$ cat src/swcfg_cfg.svh
`ifndef SWCFG_CFG_SVH
`define SWCFG_CFG_SVH

////////////////////////////////////////////////////////////////////////////////
// command codes
`define SWCFG_CMD_FREQ      8'h33
`define SWCFG_CMD_POWER     8'h34
`define SWCFG_CMD_PHASE     8'h37

////////////////////////////////////////////////////////////////////////////////
// linear-11 field positions
`define SWCFG_EXP_MSB       15
`define SWCFG_EXP_LSB       11
`define SWCFG_MAN_MSB       10
`define SWCFG_MAN_SIGN      10

////////////////////////////////////////////////////////////////////////////////
// frequency plan, frequencies in khz, divisor limits unitless
`define SWCFG_REF_KHZ       48'd30000
`define SWCFG_F_MIN_KHZ     48'd200
`define SWCFG_F_MAX_KHZ     48'd1000
`define SWCFG_DIV_MIN       8'd30
`define SWCFG_DIV_MAX       8'd150

////////////////////////////////////////////////////////////////////////////////
// field positions and reset values
`define SWCFG_DEM_BIT       0
`define SWCFG_POS_MSB       3
`define SWCFG_POS_WRAP      5'd16
`define SWCFG_STEP_TENTHS   12'd225
`define SWCFG_FREQ_RST      16'h0000
`define SWCFG_DIV_RST       8'd60
`define SWCFG_POWER_RST     8'h00
`define SWCFG_PHASE_RST     16'h0000

`endif

$ cat src/swcfg_pkg.sv
package swcfg_pkg;

  typedef enum logic {
    ST_IDLE,
    ST_SEARCH
  } swcfg_state_t;

  typedef logic [15:0] swcfg_word_t;

endpackage

$ cat src/swcfg_top.sv
`timescale 1ns/1ns
`include "swcfg_cfg.svh"
module swcfg_top import swcfg_pkg::*; (
  input  wire logic        CLK_I,
  input  wire logic        RESET_I,
  input  wire logic        CMD_WR_I,
  input  wire logic        CMD_RD_I,
  input  wire logic [7:0]  CMD_CODE_I,
  input  wire logic [15:0] CMD_DATA_I,
  input  wire logic [15:0] STRAP_FREQ_I,
  input  wire logic [6:0]  BUS_ADDR_I,
  input  wire logic        SHARE_GROUP_I,
  input  wire logic [3:0]  SHARE_POS_I,
  output logic      [15:0] RD_DATA_O,
  output logic             RD_VALID_O,
  output logic             ACK_O,
  output logic             REJECT_O,
  output logic             BUSY_O,
  output logic      [7:0]  FREQ_DIVISOR_O,
  output logic             DIODE_EMULATION_O,
  output logic      [4:0]  PHASE_POS_O,
  output logic      [11:0] PHASE_DELAY_O
);

  //////////////////////////////////////////////////////////////////////////////
  // compares y * 2^n * a against b exactly; returns {greater, equal}
  function automatic logic [1:0] lin_cmp(input swcfg_word_t v,
                                         input logic [47:0] a,
                                         input logic [47:0] b);
    logic signed [5:0] e;
    logic        [5:0] sh;
    logic        [47:0] y;
    logic        [47:0] l;
    logic        [47:0] r;
    e  = {v[`SWCFG_EXP_MSB], v[`SWCFG_EXP_MSB:`SWCFG_EXP_LSB]};
    sh = e[5] ? 6'(-e) : 6'(e);
    y  = {37'h0, v[`SWCFG_MAN_MSB:0]};
    l  = y * a;
    r  = b;
    if (e[5]) begin
      r = b << sh;
    end else begin
      l = l << sh;
    end
    return {l > r, l == r};
  endfunction

  //////////////////////////////////////////////////////////////////////////////
  // state
  logic         loaded;
  swcfg_word_t  freq_set;
  logic [7:0]   power_set;
  swcfg_word_t  phase_set;
  logic         host_phase;
  swcfg_state_t state;
  logic [7:0]   div_n;
  logic         busy;

  //////////////////////////////////////////////////////////////////////////////
  // command decode
  wire          is_freq   = CMD_CODE_I == `SWCFG_CMD_FREQ;
  wire          is_power  = CMD_CODE_I == `SWCFG_CMD_POWER;
  wire          is_phase  = CMD_CODE_I == `SWCFG_CMD_PHASE;
  wire          known     = is_freq | is_power | is_phase;
  wire          wr_freq   = loaded & CMD_WR_I & is_freq;
  wire          wr_power  = loaded & CMD_WR_I & is_power;
  wire          wr_phase  = loaded & CMD_WR_I & is_phase;
  wire          rd_ok     = loaded & CMD_RD_I & known;
  wire          bad_code  = loaded & (CMD_RD_I | CMD_WR_I) & ~known;

  // first cycle after reset takes the strap, later ones the host
  wire          load_freq = ~loaded | wr_freq;
  wire swcfg_word_t load_val = loaded ? CMD_DATA_I : STRAP_FREQ_I;
  wire [1:0]    cmp_lo    = lin_cmp(load_val, 48'd1, `SWCFG_F_MIN_KHZ);
  wire [1:0]    cmp_hi    = lin_cmp(load_val, 48'd1, `SWCFG_F_MAX_KHZ);
  wire          load_ok   = ~load_val[`SWCFG_MAN_SIGN] & (|cmp_lo) & ~cmp_hi[1];
  wire          freq_bad  = wr_freq & ~load_ok;
  wire          start     = load_freq & load_ok;

  //////////////////////////////////////////////////////////////////////////////
  // divisor search: n is nearest once f*2n(n+1) >= ref*(2n+1)
  wire [47:0]   n_w       = {40'h0, div_n};
  wire [47:0]   mul_a     = 48'd2 * n_w * (n_w + 48'd1);
  wire [47:0]   mul_b     = `SWCFG_REF_KHZ * (48'd2 * n_w + 48'd1);
  wire [1:0]    cmp_mid   = lin_cmp(freq_set, mul_a, mul_b);
  wire          hit       = (|cmp_mid) | (div_n == `SWCFG_DIV_MAX);

  //////////////////////////////////////////////////////////////////////////////
  // phase position
  wire          auto_grp  = SHARE_GROUP_I & ~host_phase;
  wire [3:0]    pos_src   = auto_grp ? SHARE_POS_I : phase_set[`SWCFG_POS_MSB:0];
  wire [4:0]    pos_eff   = (pos_src == 4'h0) ? `SWCFG_POS_WRAP : {1'b0, pos_src};
  wire [11:0]   delay_eff = 12'({7'h0, pos_eff} * `SWCFG_STEP_TENTHS);

  wire [15:0]   rd_mux    = is_freq  ? freq_set :
                            is_power ? {8'h0, power_set} : phase_set;

  //////////////////////////////////////////////////////////////////////////////
  // stored commands
  always_ff @(posedge CLK_I) begin
    if (RESET_I) begin
      loaded <= 1'b0;
      freq_set <= `SWCFG_FREQ_RST;
    end else begin
      loaded <= 1'b1;
      // outputs are assumed off while this is written; no interlock here
      if (start) begin
        freq_set <= load_val;
      end
    end
  end

  always_ff @(posedge CLK_I) begin
    if (RESET_I) begin
      power_set <= `SWCFG_POWER_RST;
    end else if (wr_power) begin
      power_set <= {7'h0, CMD_DATA_I[`SWCFG_DEM_BIT]};
    end
  end

  always_ff @(posedge CLK_I) begin
    if (RESET_I) begin
      phase_set <= `SWCFG_PHASE_RST;
      host_phase <= 1'b0;
    end else if (~loaded) begin
      phase_set <= {12'h0, BUS_ADDR_I[`SWCFG_POS_MSB:0]};
    end else if (wr_phase) begin
      phase_set <= {12'h0, CMD_DATA_I[`SWCFG_POS_MSB:0]};
      host_phase <= 1'b1;
    end
  end

  //////////////////////////////////////////////////////////////////////////////
  // search machine
  always_ff @(posedge CLK_I) begin
    if (RESET_I) begin
      state <= ST_IDLE;
      div_n <= `SWCFG_DIV_MIN;
      FREQ_DIVISOR_O <= `SWCFG_DIV_RST;
      busy <= 1'b0;
    end else if (start) begin
      state <= ST_SEARCH;
      div_n <= `SWCFG_DIV_MIN;
      busy <= 1'b1;
    end else begin
      unique case (state)
        ST_IDLE: begin
          busy <= 1'b0;
        end
        ST_SEARCH: begin
          if (hit) begin
            FREQ_DIVISOR_O <= div_n;
            state <= ST_IDLE;
            busy <= 1'b0;
          end else begin
            div_n <= div_n + 8'd1;
          end
        end
      endcase
    end
  end

  //////////////////////////////////////////////////////////////////////////////
  // answers and derived outputs
  always_ff @(posedge CLK_I) begin
    if (RESET_I) begin
      RD_DATA_O <= 16'h0000;
      RD_VALID_O <= 1'b0;
      ACK_O <= 1'b0;
      REJECT_O <= 1'b0;
      PHASE_POS_O <= `SWCFG_POS_WRAP;
      PHASE_DELAY_O <= 12'h000;
    end else begin
      RD_DATA_O <= rd_ok ? rd_mux : 16'h0000;
      RD_VALID_O <= rd_ok;
      ACK_O <= loaded & CMD_WR_I & known & ~freq_bad;
      REJECT_O <= bad_code | freq_bad;
      PHASE_POS_O <= pos_eff;
      PHASE_DELAY_O <= delay_eff;
    end
  end

  assign BUSY_O = busy;
  assign DIODE_EMULATION_O = power_set[`SWCFG_DEM_BIT];

  //////////////////////////////////////////////////////////////////////////////
  // checks
  localparam int SEARCH_MAX = 122;
endmodule

$ cat config.mk
export PLATFORM = sky130hd
export DESIGN_NAME = swcfg_top
export DESIGN_NICKNAME = d
export VERILOG_FILES = /design/src/swcfg_pkg.sv /design/src/swcfg_top.sv
export VERILOG_INCLUDE_DIRS = /design/src
export SDC_FILE = /design/constraint.sdc
export NUM_CORES = 1
export LEC_CHECK = 0
export BUFFER_PORTS_ARGS = -buffer_cell sky130_fd_sc_hd__buf_4
export CAP_MARGIN = 20
export CELL_PAD_IN_SITES_DETAIL_PLACEMENT = 0
export CELL_PAD_IN_SITES_GLOBAL_PLACEMENT = 1
export CORE_ASPECT_RATIO = 1.1
export CORE_MARGIN = 10
export CORE_UTILIZATION = 35
export CTS_BUF_LIST = sky130_fd_sc_hd__clkbuf_16
export DETAILED_ROUTE_END_ITERATION = 10
export PLACE_DENSITY_LB_ADDON = 0.1
export SETUP_SLACK_MARGIN = 0.4
export SLEW_MARGIN = 20
export SYNTH_ARGS = -nofsm -noshare
export SYNTH_HDL_FRONTEND = slang
export SYNTH_SLANG_ARGS = --single-unit
$ cat constraint.sdc
create_clock -name CLK_I -period 21.3 [get_ports CLK_I]
set_input_delay 2.13 -clock CLK_I [delete_from_list [all_inputs] [get_ports CLK_I]]
set_output_delay 2.13 -clock CLK_I [all_outputs]
set_load 0.01 [all_outputs]
# --- Word level (Yosys, flattened, before mapping) ---
# Cells that the tools add are included.
word_totals:
  regBits: 77
  out_inout_bits: 46
  elab_cells: 101
classes:
  n_addsub: 5
  n_mul: 4
  order_cmp: 3
  eq_ne: 8
  shifts: 5
  n_mux: 21
  bitwise: 32
  n_reduce_logical: 8
op_table:
  columns: ["operator", "count"]
  rows:
  - ["$mux 48", 5]
  - ["$gt 48x48->1", 3]
  - ["$eq 48x48->1", 2]
  - ["$shl 10x6->48 const A", 1]
  - ["$shl 11x6->48", 1]
  - ["$shl 25x6->48", 1]
  - ["$shl 29x6->48", 1]
  - ["$shl 8x6->48 const A", 1]
  - ["$mux 16", 2]
  - ["$mul 11x17->28", 1]
  - ["$eq 8x6->1 const B", 3]
  - ["$mul 11x10->21 const A", 1]
  - ["$mul 8x9->17", 1]
  - ["$mux 4", 4]
  - ["$and 1x1->1", 15]
  - ["$mul 5x8->12 const B", 1]
  - ["$mux 6", 2]
  - ["$neg 5->6", 2]
  - ["$not 1->1", 11]
  - ["$add 9x1->10 const B", 1]
  - ["$add 8x1->9 const B", 1]
  - ["$add 8x1->8 const B", 1]
  - ["$eq 8x8->1 const B", 1]
  - ["$reduce_or 2->1", 4]
  - ["9 further kinds", 20]

# --- Logic depth before layout (Yosys ltp) ---
# Gate-level depths: netlist (run 1).
depth:
  depth_word: 13
  mapped_depth: 61
  ltp_nobuf: 56

# --- Least setup slack after synthesis (run 1) ---
# Ideal clock, no wire load.
synth_timing:
  path_kind: "reg2reg"
  start: "reg div_n[0]"
  end: "reg div_n[1]"
  setup_ns: 0.121
  arrival_ns: 13.332
  t_required_ns: 21.179
  setup_slack_ns: 7.847
  path_stages_with_launch: 57
  path_buffers: 5
  path_cell_list: "dfxtp_1 -> inv_1 -> clkbuf_1 -> ha_1 -> clkbuf_1 -> inv_1 -> nand2_1 -> fa_1 -> fa_1 -> fa_1 -> fa_1 -> inv_1 -> ha_1 -> a21boi_0 -> o21ai_0 -> a21boi_0 -> o21ai_0 -> a21boi_0 -> [21 not listed] -> mux4_2 -> nor2_1 -> a21oi_1 -> mux2i_1 -> nor2_1 -> a21oi_1 -> ha_1 -> a21o_1 -> a21oi_1 -> o21ai_0 -> o211ai_1 -> or2_0 -> o311a_1 -> a31oi_1 -> o2111ai_2 -> a22o_1 -> buf_6 -> mux2_4"
synth_between:
  elab_cells_between_ends: 17
synth_rtl:
  columns: ["item", "line_no", "rtl"]
  rows:
  - ["from (decl)", "swcfg_top.sv:56", "logic [7:0] div_n;"]
  - ["from (signal assigned)", "swcfg_top.sv:138", "div_n <= `SWCFG_DIV_MIN;"]
  - ["from (signal assigned)", "swcfg_top.sv:143", "div_n <= `SWCFG_DIV_MIN;"]
  - ["from (signal assigned)", "swcfg_top.sv:156", "div_n <= div_n + 8'd1;"]
  - ["$add 9x1->10 (*)", "swcfg_top.sv:84", "wire [47:0] mul_b = `SWCFG_REF_KHZ * (48'd2 * n_w + 48'd1);"]
  - ["$mul 11x10->21 (no line) (*)", null, null]
  - ["via mul_b[5]", "swcfg_top.sv:84", null]
  - ["$shl 25x6->48", "swcfg_top.sv:41", "r = b << sh;"]
  - ["$mux 48 (*)", "swcfg_top.sv:40", "if (e[5]) begin"]
  - ["$gt 48x48->1 or $eq 48x48->1 (tied branches)", "swcfg_top.sv:45", "return {l > r, l == r};"]
  - ["$reduce_or 2->1 (*)", "swcfg_top.sv:86", "wire hit = (|cmp_mid) | (div_n == `SWCFG_DIV_MAX);"]
  - ["$or 1x1->1 (*)", "swcfg_top.sv:86", null]
  - ["$not 1->1 (no line) (*)", null, null]
  - ["$reduce_and 2->1 (no line) (*)", null, null]
# The timed path passes the listed nets; every way through them passes the cells marked *.
# A chain may end at the register's enable or synchronous reset.

# --- Final worst setup path (run 1) ---
layout_timing:
  start: "reg div_n[0]"
  end: "reg FREQ_DIVISOR_O[0]"
layout_between:
  elab_chain_cells: 9
  elab_cells_between_ends: 15
layout_rtl:
  columns: ["item", "line_no", "rtl"]
  rows:
  - ["$add 8x1->9", "swcfg_top.sv:83", "wire [47:0] mul_a = 48'd2 * n_w * (n_w + 48'd1);"]
  - ["$mul 8x9->17", "swcfg_top.sv:83", null]
  - ["$mul 11x17->28", "swcfg_top.sv:38", "l = y * a;"]
  - ["$shl 29x6->48", "swcfg_top.sv:43", "l = l << sh;"]
  - ["$mux 48", "swcfg_top.sv:40", null]
  - ["$gt 48x48->1 or $eq 48x48->1 (tied branches)", "swcfg_top.sv:45", null]
  - ["$reduce_or 2->1", "swcfg_top.sv:86", null]
  - ["$or 1x1->1", "swcfg_top.sv:86", null]
  - ["$reduce_and 3->1 (no line)", null, null]
  - ["to (signal assigned)", "swcfg_top.sv:139", "FREQ_DIVISOR_O <= `SWCFG_DIV_RST;"]
  - ["to (signal assigned)", "swcfg_top.sv:152", "FREQ_DIVISOR_O <= div_n;"]
  - ["to (decl)", "swcfg_top.sv:19", "output logic [7:0] FREQ_DIVISOR_O,"]
# Parallel ways exist; a longest one is shown, timed or not.

==> results of run 1 <==
==> how the worst min path moves through the flow <==
stage,cells after the start,to,slack [ps],from
after floorplan,2,host_phase$_SDFFE_PP0P_,440,host_phase$_SDFFE_PP0P_
after global placement,2,FREQ_DIVISOR_O[0]$_SDFFE_PP0P_,440,FREQ_DIVISOR_O[0]$_SDFFE_PP0P_
after detailed placement,2,FREQ_DIVISOR_O[7]$_SDFFE_PP0P_,460,FREQ_DIVISOR_O[7]$_SDFFE_PP0P_
after CTS,2,FREQ_DIVISOR_O[6]$_SDFFE_PP0P_,470,FREQ_DIVISOR_O[6]$_SDFFE_PP0P_
after global routing,2,FREQ_DIVISOR_O[6]$_SDFFE_PP0P_,490,FREQ_DIVISOR_O[6]$_SDFFE_PP0P_
final,2,FREQ_DIVISOR_O[7]$_SDFFE_PP0P_,470,FREQ_DIVISOR_O[7]$_SDFFE_PP0P_
==> power breakdown <==
part	switching [W]	internal (W)
logic	0.000908	0.000494
registers	0.00000984	0.000142
clock network	0.0000690	0.000103
==> placed cells by master (no fill, tap or decap), drive strengths merged, types with 21 or more instances in the layout <==
cell type and n:
inv 304, nand2 268, ha 248, nor2 229, fa 190, a21oi 157
buf 135, o21ai 110, mux2i 97, and2 91, dfxtp 72, nand3 55
nor3 50, nand2b 48, a211oi 44, nor2b 39, o211ai 37, xnor2 34
o21a 29, nand4 29, a21o 29, mux2 21
==> Yosys cell counts, drive strengths merged (39+ instances only) <==
master  count
a211oi     44
a21oi     157
and2       91
buf        52
clkbuf    119
dfxtp      72
fa        190
ha        248
inv       303
mux2i      97
nand2     268
nand2b     48
nand3      55
nor2      229
nor2b      39
nor3       50
o21ai     110
==> layout make-up <==
cell class | instances | area (µm²)
Antenna cell | 3 | 7.51
Multi-Input combinational cell | 2139 | 17400
Fill cell | 6198 | 36200
Timing Repair Buffer | 135 | 1010
Clock inverter | 7 | 95.1
Clock buffer | 9 | 225
Inverter | 304 | 1140
Tap cell | 760 | 951
Sequential cell | 72 | 1450
==> metal layers <==
| metal | part of all wire, % | track usage [%] |
|---|---|---|
| met1 | 46 | 28.3 |
| met5 | 0 | 0 |
| met3 | 4.2 | 1.86 |
| met4 | 1.9 | 5.11 |
| met2 | 47 | 34.9 |
==> sequential cells by signal (all words and copies together), names as in the netlist, 4 cells and up <==
name	flops
FREQ_DIVISOR_O	8
PHASE_DELAY_O	7
PHASE_POS_O	5
RD_DATA_O	16
div_n	8
freq_set	16
phase_set	4
==> worst register-to-register path: cells and delay by family, from the launching register on <==
kind | cells | cell delay [ps]
adders and majority gates | 13 | 6540
AOI/OAI and AO/OA | 22 | 5680
buffers and inverters | 8 | 1440
and+or+nand+nor | 6 | 1190
xor gates and xnor gates | 1 | 550
DFF | 1 | 310
muxes | 1 | 270
==> kinds of logic (layout without fill, tap and decap cells) <==
kind of cell	count (synthesis)	after routing	synth area share [%]
AND/OR/NAND/NOR	911	911	21.6
other	2	7	0.0365
AO/OA/AOI/OAI	615	615	20.3
multiplexers	122	122	6.39
adder cells (fa/ha/maj)	438	438	33.5
buffers and inverters	475	455	9.09
flip-flops	72	72	7.00
XOR/XNOR	49	49	2.08
==> metrics by stage <==
stage | worst slack, ps | total power (W) | std cells | hold slack, ps | util, %
after floorplan | 7850 | 0.00112 | 2686 | 441 | -
after global placement | 5390 | 0.00154 | 3410 | 443 | 37.5
after detailed placement | 5190 | 0.00155 | 3410 | 459 | 37.5
after CTS | 5130 | 0.00173 | 3426 | 470 | 38.0
after global routing | 4050 | 0.00189 | 3427 | 486 | 38.1
final | 5260 | 0.00173 | 3429 | 466 | 38.1
==> key figures, run 1 <==
Power
  • LEAKAGE: 10.3 nW
  • Maximum VDD drop: 0.0000791 V
  • Cell Pwr Density: 77.6 nW/µm²

Detailed routing
  • Final wirelength: 72100 µm
  • Initial drt markers: 1463
  • Via density: 5.64
  • Final ANT Viol Nets: 0
  • DR WL/cell: 21.0 µm
  • Post-route DRC: 0
  • Vias: 19300
  • Drt first pass iters: 7

Clock network
  • Post-CTS sizing: 0
  • TritonCTS Sinks: 72
  • H-tree depth: 3
  • CTS tree: done
  • Clock Latency Late Sink: 380 ps
  • Cts hold-fix bufs: 0
  • CTS max path bufs: 2
  • CTS Buf Count: 9
  • Root Buffer: clkbuf_16
  • Post-CTS setup buffer count: 0
  • CTS clk-pin slew, worst paths: 70 ps

Synthesis
  • Number of enable flip-flop cells after synthesis: 0
  • Syn Std Cell Area: 20600 µm²
  • Mapped Cells: 2684
  • Post-synth top area share: 18.5%
  • Synth Flop Type: dfxtp_1
  • Async SR Flop Fraction: 0%
  • Register area share after synthesis: 7.00%
  • Warnings from Yosys: 0
  • Main area contributors after synthesis: fa_1 18%, ha_1 15%, dfxtp_1 7.0%
  • Yosys reg bits: 72
  • Syn_area_per_cell: 7.68 µm²
  • Largest area contributor in the netlist: fa_1
  • Post-synthesis cell type count: 95

Critical path
  • Worst reg2reg path endpoint: FREQ_DIVISOR_O[0]$_SDFFE_PP0P_
  • CP endpoint: FREQ_DIVISOR_O[0]$_SDFFE_PP0P_
  • Worst path required time: 21610 ps
  • CP arrival: 16340 ps
  • Max FO, Critical Path: 22
  • Max stage delay on crit path: 820 ps
  • CP Depth: 51
  • CP Capture Type: flop
  • Buffers & Inverters on Critical Path: 8
  • Slowest cell on crit path: ha_1
  • CP dominant cell by count: fa_1
  • Reg2reg setup slack: 5260 ps
  • Critical path class: reg2reg
  • Top Family by Delay on Critical Path: adder cells
  • Worst R2R Path Depth: 51
  • Startpoint Class: flop
  • Reg2Reg Launch Point: div_n[0]$_SDFFE_PP0P_
  • CP startpoint: div_n[0]$_SDFFE_PP0P_

Floorplan
  • Initial core utilization: 35.3%
  • IO Pins: 102
  • Die height: 274 µm
  • Row cnt: 93
  • Core area: 58400 µm²
  • Die area: 69000 µm²
  • Horiz. Die Dim: 251 µm

STA
  • Highest Clock Rate: 0.0624 GHz
  • Hold Vio Cnt, Final: 0
  • Pins Over Slew Limit: 0
  • Worst Tran Pin Value: 998 ps
  • Worst Skew: 10.3 ps
  • RSZ-0062 raised after global routing: no
  • Final setup fails: 0
  • Total negative slack: 0 ps
  • Min cycle time layout: 16040 ps
  • Final worst path period share: 75.3%
  • Rel. slew slack: 32.8%

Global route
  • Vias in the first global route: 19200
  • GR Overflow Total: 0
  • Largest net degree at the start of global routing: 63
  • Initial antenna violation count: 2
  • Global-route wire length before repair: 114000 µm
  • Total GRT Usage: 20.8%

Job
  • MaxCap Viol Count: 0

Final layout
  • Fin nets: 3155
  • Layout cells sized above 1: 8.48%
  • Area Overhead vs Synth: 7.95%
  • Design area: 22200 µm²

Placed design
  • Placed inst area: 21900 µm²
  • Final RePlAce weighted congestion: 0.941
  • Port-buffer cells: 98
  • Detailed placer's ending HPWL: 57600 µm

Status
  • Result of the run: finished clean

Min path
  • Worst min-delay path class: reg2reg
No activity file was read; power rests on OpenSTA's default activity.
==> run 2, diff against run 1 <==
==> constraint.sdc (replaced) <==
create_clock -name CLK_I -period 13 [get_ports CLK_I]
set_input_delay 1.3 -clock CLK_I [delete_from_list [all_inputs] [get_ports CLK_I]]
set_output_delay 1.3 -clock CLK_I [all_outputs]
set_load 0.01 [all_outputs]
==> key figures, run 2 (synthesized netlist as in run 1, its figures left out) <==
Global route
  • Vias in the first global route: 20500 (+7.0%)
  • Largest net degree at the start of global routing: 63 (unchanged)
  • GR Overflow Total: 0 (unchanged)
  • Global-route wire length before repair: 118000 µm (+3.8%)
  • Total GRT Usage: 21.3% (+0.56 points)
  • Initial antenna violation count: 1 (-1)

STA
  • Worst Tran Pin Value: 957 ps (-40.5 ps)
  • Hold Vio Cnt, Final: 0 (unchanged)
  • Worst Skew: 12.2 ps (+1.89 ps)
  • Final worst path period share: 96.9% (+22 points)
  • Final setup margin: 408 ps (-4860 ps)
  • Min cycle time layout: 12590 ps (-3440 ps)
  • Pins Over Slew Limit: 0 (unchanged)
  • RSZ-0062 raised after global routing: yes
  • Final setup fails: 0 (unchanged)
  • Highest Clock Rate: 0.0794 GHz (+27%)
  • Rel. slew slack: 36.1% (+3.3 points)

Detailed routing
  • Via density: 5.55 (-1.6%)
  • Final wirelength: 74500 µm (+3.4%)
  • Vias: 20300 (+4.8%)
  • Metal3 WL: 3070 µm (+1.1%)
  • Met1 wire length: 34900 µm (+4.2%)
  • Final ANT Viol Nets: 0 (unchanged)
  • DR WL/cell: 20.4 µm (-2.9%)
  • Initial drt markers: 1538 (+5.1%)
  • Top layer in use: met4
  • Drt first pass iters: 9 (+2)
  • Metal2 WL: 34600 µm (+1.4%)
  • Post-route DRC: 0 (unchanged)

Final layout
  • Highest-count cells in the layout ignoring fill and taps: 344 x buf_4, 289 x inv_1, 265 x nand2_1
  • Layout cells sized above 1: 20.2% (+12 points)
  • Register area: 1460 µm² (+1.0%)
  • Commonest non-fill, non-tap cell in the layout: buf_4
  • Multi-input gate area: 18200 µm² (+4.5%)
  • Area Overhead vs Synth: 20.4%
  • Design area: 24800 µm² (+12%)
  • Fin nets: 3381 (+7.2%)
  • Ant diodes: 0 (-3)
  • Largest regs: RD_DATA_O x16, freq_set x16
  • Fillcell total: 6010 (-3.0%)

Power
  • Maximum VDD drop: 0.000163 V (+110%)
  • Cell Pwr Density: 131 nW/µm² (+69%)
  • Int Power: 0.00148 W (+100%)
  • Net switching power: 0.00176 W (+79%)
  • Final Power: 0.00325 W (+88%)
  • Seq pwr share: 7.5% (-1.3 points)
  • LEAKAGE: 11.5 nW (+12%)
  • Clock power frac: 8.2% (-1.7 points)
  • Combinational cell fraction of total power: 84.3% (+3.0 points)
  • Switching part of the total: 54.3% (-2.9 points)

Critical path
  • Max stage delay on crit path: 590 ps (-230 ps)
  • Top Family by Delay on Critical Path: adder cells
  • Worst path required time: 13260 ps (-8350 ps)
  • CP startpoint: div_n[1]$_SDFFE_PP1P_
  • CP endpoint: div_n[4]$_SDFFE_PP1P_
  • Worst R2R Path Depth: 54 (+5.9%)
  • Reg2Reg Launch Point: div_n[1]$_SDFFE_PP1P_
  • Buffers & Inverters on Critical Path: 9 (+1)
  • CP dominant cell by count: fa_1
  • Max FO, Critical Path: 6 (-73%)
  • Worst reg2reg path endpoint: div_n[4]$_SDFFE_PP1P_
  • Startpoint Class: flop
  • Slowest cell on crit path: fa_1
  • Critical path class: reg2reg
  • CP arrival: 12850 ps (-3490 ps)
  • Reg2reg setup slack: 410 ps (-4860 ps)
  • CP Depth: 54 (+5.9%)
  • CP Capture Type: flop

Floorplan
  • Die height: 274 µm (unchanged)
  • Initial core utilization: 35.3% (unchanged)
  • Horiz. Die Dim: 251 µm (unchanged)
  • Core area: 58400 µm² (unchanged)
  • IO Pins: 102 (unchanged)
  • Row cnt: 93 (unchanged)
  • Die area: 69000 µm² (unchanged)

Placed design
  • Port-buffer cells: 98 (unchanged)
  • Final RePlAce weighted congestion: 0.899 (-4.5%)
  • Setup slack after placement: -463 ps (-5650 ps)
  • Placed inst area: 23300 µm² (+6.4%)
  • Detailed placer's ending HPWL: 58900 µm (+2.3%)

Job
  • MaxCap Viol Count: 0 (unchanged)

Clock network
  • Clock Latency Late Sink: 380 ps (about the same)
  • CTS max path bufs: 2 (unchanged)
  • H-tree depth: 3 (unchanged)
  • TritonCTS Sinks: 72 (unchanged)
  • CTS clk-pin slew, worst paths: 70 ps (about the same)
  • Cts hold-fix bufs: 0 (unchanged)
  • CTS tree: done
  • Root Buffer: clkbuf_16
  • CTS Buf Count: 9 (unchanged)

Status
  • Result of the run: finished clean

Min path
  • Worst min-delay path class: reg2reg
  • Critical hold path startpoint: FREQ_DIVISOR_O[1]$_SDFFE_PP0P_
==> run 2: cell types whose count changed in the layout (fill, tap and decap cells not counted), moves of 7 or more <==
cell | previous run | this run
buf_6 | 0 | 13
o21ai_0 | 108 | 90
inv_2 | 3 | 12
ha_4 | 0 | 19
a21oi_1 | 155 | 134
buf_4 | 135 | 344
a21oi_2 | 2 | 23
inv_1 | 300 | 289
o21ai_2 | 1 | 8
ha_1 | 248 | 225
o21ai_1 | 1 | 11
==> run 2: final cells by class <==
type,instances,area share (%)
Sequential cell,72,5.89
Tap cell,760,3.83
Timing Repair Buffer,361,11.3
Clock buffer,9,0.908
Inverter,304,4.61
Multi-Input combinational cell,2139,73.2
Clock inverter,7,0.318
==> run 2: worst min-delay path by stage <==
stage,endpoint,cells past startpoint,slack (ps)
global route,BUSY_O$_SDFFE_PP0P_,2,490
CTS,BUSY_O$_SDFFE_PP0P_,2,460
detailed placement,FREQ_DIVISOR_O[7]$_SDFFE_PP0P_,2,450
global placement,FREQ_DIVISOR_O[0]$_SDFFE_PP0P_,2,440
floorplan,host_phase$_SDFFE_PP0P_,2,440
finish,FREQ_DIVISOR_O[1]$_SDFFE_PP0P_,2,460
==> run 2: metal layers <==
metal,up-vias,global-route usage [%]
met2,541,35.2
met4,0,6.64
li1,9697,-
met5,-,0
met3,103,1.81
met1,9932,29.0
==> run 2: repair_timing <==
item | in CTS | in global routing
gates resized for setup | 122 | 65
gates cloned | 0 | 0
hold endpoints to repair | 0 | 0
setup endpoints to repair | 18 | 18
setup buffers | 30 | 14
pin swaps | 93 | 56
==> run 2: through the flow <==
| step | setup TNS (ps) | cells | hold slack [ps] | util [%] |
|---|---|---|---|---|
| 3_5_place_dp | -7180 | 3592 | 450 | 39.9 |
| 3_3_place_gp | -4590 | 3592 | 444 | 39.9 |
| 5_1_grt | -1520 | 3652 | 486 | 42.5 |
| 2_1_floorplan | 0 | 2686 | 441 | - |
| 4_1_cts | 0 | 3638 | 460 | 41.8 |
| 6_report | 0 | 3652 | 465 | 42.5 |
==> run 2: power by group through the flow <==
| stage | clock network [W] | logic, W | registers [W] |
|---|---|---|---|
| final | 0.000266 | 0.00274 | 0.000244 |
| after global routing | 0.000279 | 0.00300 | 0.000245 |
| after detailed placement | 0 | 0.00250 | 0.000249 |
| after global placement | 0 | 0.00250 | 0.000249 |
| after CTS | 0.000275 | 0.00268 | 0.000244 |
| after floorplan | 0 | 0.00159 | 0.000247 |
==> run 2: worst reg2reg max path, delay by kind of cell (launching register included) <==
kind / cells / cell delay [ps]
compound gates: 18 / 2770
xor+xnor: 1 / 210
fa+ha+maj: 14 / 5800
buf+inv: 9 / 860
flops: 1 / 410
mux: 3 / 960
simple gates: 9 / 1450
